<file path="src/core/ptbi_pkg.sv">
// Package for the periodic timebase interrupt block: register layout and constants.
// Assumes a single 40 MHz clock domain; used by all core files.
package ptbi_pkg;
  localparam int unsigned CLK_HZ = 40000000;
  localparam int unsigned ADDR_W = 2;
  localparam int unsigned STAGES = 15;
  localparam int unsigned PRE_DIV = 128;
  localparam int unsigned PRE_W = 7;
  localparam logic [ADDR_W-1:0] ADDR_CTRL = 2'h0;
  localparam logic [ADDR_W-1:0] ADDR_STAT = 2'h1;
  localparam logic [ADDR_W-1:0] ADDR_MASK = 2'h2;
  localparam logic [ADDR_W-1:0] ADDR_COUNT = 2'h3;
  // Control register fields
  localparam int unsigned BIT_FLAG = 7;
  localparam int unsigned BIT_TAP_HI = 6;
  localparam int unsigned BIT_TAP_LO = 4;
  localparam int unsigned BIT_ACK = 3;
  localparam int unsigned BIT_IRQEN = 2;
  localparam int unsigned BIT_RUN = 1;
  localparam logic [7:0] CTRL_RESET = 8'h00;
  // Status/mask bits of the sticky event register
  localparam int unsigned EV_ROLL = 0;
  localparam int unsigned EV_START = 1;
  localparam int unsigned EV_W = 2;
  localparam logic [EV_W-1:0] MASK_RESET = 2'h0;
  // Tap positions: overflow bit index for codes 0..7, divisors 32768 .. 8
  localparam logic [3:0] TAP_BIT_0 = 4'hE;
  localparam logic [3:0] TAP_BIT_1 = 4'hC;
  localparam logic [3:0] TAP_BIT_2 = 4'hA;
  localparam logic [3:0] TAP_BIT_3 = 4'h6;
  localparam logic [3:0] TAP_BIT_4 = 4'h5;
  localparam logic [3:0] TAP_BIT_5 = 4'h4;
  localparam logic [3:0] TAP_BIT_6 = 4'h3;
  localparam logic [3:0] TAP_BIT_7 = 4'h2;
endpackage : ptbi_pkg

</file>
<file path="src/core/ptbi_prescale.sv">
// Optional divide-by-128 prescaler producing a one-cycle advance tick.
// Assumes synchronous run and select levels from the same clock domain.
`timescale 1ns/1ps
module ptbi_prescale #(
  parameter int unsigned DIV = ptbi_pkg::PRE_DIV
) (
  input wire logic mclk,
  input wire logic rst_n,
  input wire logic run,
  input wire logic prescale128_select,
  output logic tick
);
  localparam int unsigned W = $clog2(DIV);
  initial begin
    if (DIV < 2 || (1 << W) != DIV) $error("DIV must be a power of two >= 2");
  end
  typedef struct packed {
    logic [W-1:0] cnt;
  } ptbi_pre_t;
  ptbi_pre_t st_reg, st_next;
  always_comb begin
    st_next = st_reg;
    if (!run || !prescale128_select) begin
      st_next.cnt = '0;
    end else begin
      st_next.cnt = st_reg.cnt + W'(1);
    end
  end
  // Without the prescaler every clock advances the chain
  assign tick = run && (!prescale128_select || (st_reg.cnt == {W{1'b1}}));
  always_ff @(posedge mclk or negedge rst_n) begin
    if (!rst_n) begin
      st_reg <= '0;
    end else begin
      st_reg <= st_next;
    end
  end
endmodule : ptbi_prescale

</file>
<file path="src/core/ptbi_chain.sv">
// Fifteen-stage divider chain with selectable overflow tap.
// Assumes run, advance and tap code from the same clock domain.
`timescale 1ns/1ps
module ptbi_chain #(
  parameter int unsigned STAGES = ptbi_pkg::STAGES
) (
  input wire logic mclk,
  input wire logic rst_n,
  input wire logic run,
  input wire logic advance,
  input wire logic [2:0] tap_select,
  output logic [STAGES-1:0] count,
  output logic rollover
);
  initial begin
    if (STAGES != 15) $error("Tap table needs exactly 15 stages");
  end
  typedef struct packed {
    logic [STAGES-1:0] cnt;
  } ptbi_chain_t;
  ptbi_chain_t st_reg, st_next;

  function automatic logic [3:0] tap_bit(input logic [2:0] code);
    case (code)
      3'h0: tap_bit = ptbi_pkg::TAP_BIT_0;
      3'h1: tap_bit = ptbi_pkg::TAP_BIT_1;
      3'h2: tap_bit = ptbi_pkg::TAP_BIT_2;
      3'h3: tap_bit = ptbi_pkg::TAP_BIT_3;
      3'h4: tap_bit = ptbi_pkg::TAP_BIT_4;
      3'h5: tap_bit = ptbi_pkg::TAP_BIT_5;
      3'h6: tap_bit = ptbi_pkg::TAP_BIT_6;
      default: tap_bit = ptbi_pkg::TAP_BIT_7;
    endcase
  endfunction : tap_bit

  logic [STAGES-1:0] inc;
  always_comb begin
    inc = st_reg.cnt + STAGES'(1);
    st_next = st_reg;
    if (!run) begin
      st_next.cnt = '0;
    end else if (advance) begin
      st_next.cnt = inc;
    end
  end
  // Rising edge of the tap bit: first flag after half a period, then one per period
  assign rollover = run && advance && !st_reg.cnt[tap_bit(tap_select)]
                    && inc[tap_bit(tap_select)];
  assign count = st_reg.cnt;
  always_ff @(posedge mclk or negedge rst_n) begin
    if (!rst_n) begin
      st_reg <= '0;
    end else begin
      st_reg <= st_next;
    end
  end
endmodule : ptbi_chain

</file>
<file path="src/core/ptbi_top.sv">
// Top of the periodic timebase interrupt block with its register port.
// Assumes a master on mclk that issues one-cycle read and write strobes.
//
// Local design decisions: the strobed register port and the address map.
`timescale 1ns/1ps
module ptbi_top (
  input wire logic mclk,
  input wire logic rst_n,
  input wire logic [ptbi_pkg::ADDR_W-1:0] addr,
  input wire logic [7:0] wdata,
  input wire logic wr_en,
  input wire logic rd_en,
  output logic [7:0] rdata,
  input wire logic prescale128_select,
  input wire logic osc_run_in_stop,
  input wire logic stop_mode,
  input wire logic wait_mode,
  output logic cpu_irq,
  output logic ev_irq,
  output logic wake_req
);
  typedef struct packed {
    logic run;
    logic irq_en;
    logic [2:0] tap;
    logic flag;
    logic [ptbi_pkg::EV_W-1:0] ev_status;
    logic [ptbi_pkg::EV_W-1:0] ev_mask;
    logic [7:0] rdata;
    logic cfg_pre;
    logic cfg_osc;
  } ptbi_top_t;
  ptbi_top_t st_reg, st_next;

  logic active;
  logic advance;
  logic rollover;
  logic [ptbi_pkg::STAGES-1:0] count;
  logic bus_ok;
  logic wr;
  logic rd;
  logic ack;

  // Stop without oscillator freezes the chain but keeps its value
  assign active = st_reg.run && !(stop_mode && !st_reg.cfg_osc);
  // CPU cannot reach the register while halted
  assign bus_ok = !stop_mode && !wait_mode;
  assign wr = wr_en && bus_ok;
  assign rd = rd_en && bus_ok;
  assign ack = wr && (addr == ptbi_pkg::ADDR_CTRL) && wdata[ptbi_pkg::BIT_ACK];

  logic pre_tick;
  ptbi_prescale #(
    .DIV(ptbi_pkg::PRE_DIV)
  ) u_pre (
    .mclk(mclk),
    .rst_n(rst_n),
    .run(active),
    .prescale128_select(st_reg.cfg_pre),
    .tick(pre_tick)
  );
  assign advance = pre_tick;

  ptbi_chain #(
    .STAGES(ptbi_pkg::STAGES)
  ) u_chain (
    .mclk(mclk),
    .rst_n(rst_n),
    .run(st_reg.run),
    .advance(advance),
    .tap_select(st_reg.tap),
    .count(count),
    .rollover(rollover)
  );

  function automatic logic [7:0] ctrl_read(input ptbi_top_t s);
    ctrl_read = 8'h00;
    ctrl_read[ptbi_pkg::BIT_FLAG] = s.flag;
    ctrl_read[ptbi_pkg::BIT_TAP_HI:ptbi_pkg::BIT_TAP_LO] = s.tap;
    ctrl_read[ptbi_pkg::BIT_IRQEN] = s.irq_en;
    ctrl_read[ptbi_pkg::BIT_RUN] = s.run;
  endfunction : ctrl_read

  always_comb begin
    st_next = st_reg;
    st_next.rdata = 8'h00;
    if (wr && addr == ptbi_pkg::ADDR_CTRL) begin
      st_next.run = wdata[ptbi_pkg::BIT_RUN];
      st_next.irq_en = wdata[ptbi_pkg::BIT_IRQEN];
      st_next.tap = wdata[ptbi_pkg::BIT_TAP_HI:ptbi_pkg::BIT_TAP_LO];
    end
    if (wr && addr == ptbi_pkg::ADDR_MASK) begin
      st_next.ev_mask = wdata[ptbi_pkg::EV_W-1:0];
    end
    if (wr && addr == ptbi_pkg::ADDR_STAT) begin
      st_next.ev_status = st_reg.ev_status & ~wdata[ptbi_pkg::EV_W-1:0];
    end
    // Flag is set only by hardware; ack clears it
    if (ack) begin
      st_next.flag = 1'b0;
    end
    if (rollover) begin
      st_next.flag = 1'b1;
      st_next.ev_status[ptbi_pkg::EV_ROLL] = 1'b1;
    end
    if (wr && addr == ptbi_pkg::ADDR_CTRL && wdata[ptbi_pkg::BIT_RUN] && !st_reg.run) begin
      st_next.ev_status[ptbi_pkg::EV_START] = 1'b1;
    end
    if (rd) begin
      case (addr)
        ptbi_pkg::ADDR_CTRL: st_next.rdata = ctrl_read(st_reg);
        ptbi_pkg::ADDR_STAT: st_next.rdata = {{(8 - ptbi_pkg::EV_W){1'b0}}, st_reg.ev_status};
        ptbi_pkg::ADDR_MASK: st_next.rdata = {{(8 - ptbi_pkg::EV_W){1'b0}}, st_reg.ev_mask};
        default: st_next.rdata = count[14:7];
      endcase
    end
    // Strap levels sampled every cycle after reset release
    st_next.cfg_pre = prescale128_select;
    st_next.cfg_osc = osc_run_in_stop;
  end

  always_ff @(posedge mclk or negedge rst_n) begin
    if (!rst_n) begin
      st_reg <= '0;
    end else begin
      st_reg <= st_next;
    end
  end

  assign rdata = st_reg.rdata;
  assign cpu_irq = st_reg.flag && st_reg.irq_en;
  assign ev_irq = |(st_reg.ev_status & st_reg.ev_mask);
  // Wake request lets a stopped core resume on each period
  assign wake_req = stop_mode && cpu_irq;
endmodule : ptbi_top

</file>
<file path="config.mk">
export PLATFORM = sky130hd
export DESIGN_NAME = ptbi_top
export DESIGN_NICKNAME = d
export VERILOG_FILES = /design/src/core/ptbi_pkg.sv /design/src/core/ptbi_prescale.sv /design/src/core/ptbi_chain.sv /design/src/core/ptbi_top.sv
export SDC_FILE = /design/constraint.sdc
export NUM_CORES = 1
export LEC_CHECK = 0
export CORE_UTILIZATION = 50
export DETAILED_ROUTE_END_ITERATION = 16
export DONT_BUFFER_PORTS = 1
export PLACE_DENSITY = 0.63
export SYNTH_ARGS = -nofsm -noshare
export SYNTH_HDL_FRONTEND = slang
export SYNTH_SLANG_ARGS = --single-unit
</file>
<file path="constraint.sdc">
create_clock -name mclk -period 5 [get_ports mclk]
set_input_delay 0 -clock mclk [delete_from_list [all_inputs] [get_ports mclk]]
set_output_delay 0 -clock mclk [all_outputs]
set_load 0.05 [all_outputs]
</file>
* Yosys cells after proc, flatten, opt, wreduce, memory -nomap -nowiden *
Cells that the tools add are included.

storage, ports and cells
  register bits after elaboration = 42
  input bits = 18

operators by class
  $add $sub $neg = 2
  order comparisons = 1
  eq/ne operators = 10
  multiplexer cells = 15
  bitwise logic cells = 3
  reductions and logical operators = 33

operator list
  operator               count
  $mux 15                2
  $pmux 4 s7             1
  $pmux 8 s3             1
  $logic_and 1x1->1      17
  $add 15x1->15 const B  1
  $eq 3x3->1 const B     3
  $bmux 1 s4             2
  $logic_not 1->1        8
  $mux 8                 1
  $add 7x1->7 const B    1
  $eq 7x7->1 const B     1
  $mux 7                 1
  $eq 3x2->1 const B     2
  $mux 1                 6
  $reduce_bool 2->1      3
  $lt 4x5->1 const B     1
  $and 2x2->2            2
  $eq 3x1->1 const B     1
  $logic_not 3->1        1
  $eq 2x1->1 const B     1
  $eq 2x2->1 const B     1
  $logic_not 2->1        1
  $logic_or 1x1->1       2
  $mux 2                 1
  3 further kinds        3

* Logic depth before layout (Yosys ltp) *
  word-level depth = 9
  depth in mapped cells = 6

* Hierarchy *
Synthesis repeated with hierarchy kept, for this count alone.

second synthesis, totals
  cell total of the unflattened synthesis = 217
  area total of the unflattened synthesis = 2265.9 um2

by module, submodules not included
  module         instances  cells each  area each (um2)  seq. area each (um2)
  ptbi_chain     1          111         1006.0           375.4
  ptbi_top       1          76          948.4            500.5
  ptbi_prescale  1          30          311.5            175.2

* Worst setup path after synthesis *
Ideal clock, no wire load.

  path kind = reg-to-reg
  start point = register u_chain.st_reg, in the netlist u_chain.count[0]
  end point = register st_reg[12] in the netlist's numbering
  arrival = 1580 ps
  setup slack = 3343 ps
  stages on the path, launching flop included = 7
  buffers on the path = 0
  clock period less this slack = 1657 ps
  cells stage by stage = dfrtp_1 > ha_1 > nand4_1 > nor3_1 > nand3_1 > a221o_1 > o21ai_1

on the way
  cells in the longest elaborated chain, start to end = 6
  elaborated cells on any way between the ends = 10

RTL lines
  item                                                   RTL line          RTL
  start, declared                                        ptbi_chain.sv:21  ptbi_chain_t st_reg, st_next;
  start signal, assigned                                 ptbi_chain.sv:54  st_reg <= st_next;
  branches (longest 4 deep; another with $add 15x1->15)  n/a
  $logic_and 1x1->1 (*)                                  ptbi_chain.sv:48  && inc[tap_bit(tap_select)];
  $mux 1 / $reduce_bool 2->1 (equally long branches)     n/a
  end signal, assigned                                   ptbi_top.sv:126   st_reg <= st_next;
  end, declared                                          ptbi_top.sv:33    ptbi_top_t st_reg, st_next;

Mark *: on every way between the ends. The select of a mux whose other input is x is not followed.
A chain may end at the register's enable or synchronous reset.

* Worst setup path in the final report *
  start point = register u_pre.st_reg[2] in the netlist's numbering
  end point = register u_chain.st_reg, in the netlist u_chain.count[6]

on the way
  cells in the longest elaborated chain, start to end = 4

RTL lines
  item                    RTL line             RTL
  start, declared         ptbi_prescale.sv:20  ptbi_pre_t st_reg, st_next;
  start signal, assigned  ptbi_prescale.sv:35  st_reg <= st_next;
  $eq 7x7->1              ptbi_prescale.sv:30  assign tick = run && (!prescale128_select || (st_reg.cnt == {W{1'b1}}));
  $logic_or 1x1->1        ptbi_prescale.sv:30
  $logic_and 1x1->1       ptbi_prescale.sv:30
  $ne 2x1->1 (no line)    n/a

Every way passes these cells.

==> metrics.txt <==
status complete, no violations; total gr overflow 0; CTS tree built; pwr dens 325 nW/um^2; CP Buf/Inv Count 0; Worst Path Required 5.17 ns; sw frac 0.311; worst skew pair latency 0.29 ns; crit path max fanout 13; Yosys warning total 0; Slew Viols, Final 0; largest net degree at the start of global routing 43; Largest register FFs 15; sequential group share of total power 0.524; critical path type reg -> reg; slowest stage delay, CP 0.74 ns; maximum vdd drop 0.154 mV; vias in the first global route 1,595; Setup Skew 0.00967 ns; post-layout min period 2.37 ns; clock sink count 42; chip width 67.7 um; commonest cells in the synthesized netlist 42 x dfrtp_1, 22 x nor2_1, 20 x nand2_1, 11 x o21ai_0, 9 x nand3_1; Site Rows 23; Die Height 67.7 um; Crit. End Element register; root buffer cell clkbuf_8; H-tree levels 2; Hold Crit Class in -> reg; Mean Syn Cell Area 10.0 sq um; Final Core Density 0.592; number of routed nets with antenna violations 0; first-pass GRT wire length 7370 um; Antenna diodes 0; Clk pwr share 0.287; synthesized area 2160 sq um; area leader, netlist dfrtp_1; post-synthesis sequential area ratio 0.487; f_max 0.421 GHz; CP cell instances and3_1, a41oi_1, nand2b_1, o21ai_0, o2bb2ai_1; post-DR vias/cell 6.02; Post-synth EDFFs 0; RSZ-0062 raised after global routing no; share of cells above drive strength 1 0.106; Pint 542 uW; nets 245; WHS 0.00490 ns; Reg clk slew, reported paths 0.08 ns; initial antenna violation count 0; Starting Density 0.528; Worst Setup Slack post-DPL 2.59 ns; drt total wl 4320 um; Top FF cell, synth dfrtp_1; final hold vios 0; CP top delay family compound AO/OA/AOI/OAI gates; worst path arrival time 2.54 ns; DRC Markers 0; Gate power share 0.189; actual slew at the worst max-slew pin 0.905 ns; Synth cell types 46; Leak 0.00103 uW; MaxCap Viol Count 0; syn_nets 235; final period utilization 0.475; initial drt markers 83; Synth area leaders dfrtp_1 49%, mux2_2 4.2%, nor2_1 3.8%; Inserted Clock Buffers 5; Slew headroom 0.389; Yosys reg bits 42; Vias 1,662; area share of the largest cell type after synthesis 0.487; setup TNS 0 ns; Total GRT Usage 0.216; Post-CTS Resized 0; area delta synth->final 12.1%; Bufs on Longest Clock Path 2; num ports 29; most common cell in the netlist dfrtp_1; net switching power 244 uW; Wirelength per Cell 15.7 um; IO buf count 0; startpoint class of the critical path register; core region area 4090 sq um; post-DP HPWL 2980 um; Die Area 4580 sq um; Post-synth ARST share 1.00; First-pass DRT Iterations 4; final worst setup slack 2.63 ns; setup violators final 0; Mapped Cells 215; CP max-delay cell a41oi_1; Pwr Total 786 uW; routability cong. 0.845
[metrics by stage]
| stage | cell area (sq um) | std cells |
|---|---|---|
| 6_report | 2420 | 276 |
| 3_5_place_dp | 2130 | 249 |
| 3_3_place_gp | 2130 | 249 |
| 5_1_grt | 2420 | 276 |
| 4_1_cts | 2420 | 276 |
| 2_1_floorplan | 2160 | 215 |
[logic make-up after synthesis]
family          Yosys count  synth area share
simple gates             87             0.216
compound gates           48             0.152
flops                    42             0.487
buf+inv                  19            0.0487
mux                       9            0.0522
xor+xnor                  8            0.0325
fa+ha+maj                 2            0.0116
[layer usage]
layer	part of all wire	global-route usage	wire length (um)	up-vias
li1	-	-	-	800
met4	0.012	0.0638	51	0
met5	0	0	0	-
met3	0.042	0.0405	180	6
met2	0.49	0.368	2100	53
met1	0.46	0.276	1990	803
[repair_timing]
| item | in CTS | in global routing |
|---|---|---|
| hold buffers | 19 | 0 |
| setup endpoints to repair | 0 | 0 |
| setup buffers | 0 | 0 |
| endpoints found under the hold margin | 56 | 0 |
[worst paths after layout]
path	endpoint	slack (ns)	startpoint	cells past startpoint
max in group asynchronous	st_reg[1]	4.63	rst_n	2
worst min register to register	u_pre.st_reg[0]	0.49	u_pre.st_reg[0]	1
min in group asynchronous	u_chain.count[12]	0.17	rst_n	2
worst min-delay path	rdata[3]	0.005	rd_en	2
worst max-delay path	u_chain.count[6]	2.63	u_pre.st_reg[2]	5
worst max register to register	u_chain.count[6]	2.63	u_pre.st_reg[2]	5
[layout by cell type, fill, tap and decap left out, drive strengths merged, types with 2 or more instances in the layout]
cell type    instances
nor2                22
nor2b                2
xnor2                2
and3                 4
nand3b               2
nand2               22
inv                  3
nor4                 4
nor3                 4
a31oi                3
ha                   2
o21ai               14
a22o                 2
clkbuf               7
mux2                 8
xor2                 6
nand4                3
o2bb2ai              2
and2                 2
dlygate4sd3         18
a22oi                5
nand3               10
o31ai                6
a21oi                4
dfrtp               42
nand2b               3
nor3b                2
or3                  4
o311ai               5
o21a                 2
[layout make-up]
class,instances,area [sq um]
clock buffer,7,86.3
clock inverter,1,5.00
fill,345,1670
inverter,3,11.3
multi-input combinational,154,1000
sequential,42,1050
tap,50,62.6
timing repair buffer,19,200
[power by group through the flow]
stage	registers, uW	logic [uW]	clock network, uW
CTS	411	149	231
finish	412	149	225
detailed placement	418	122	0
floorplan	392	125	0
global route	418	166	244
global placement	415	118	0
No activity file was read; power rests on OpenSTA's default activity.
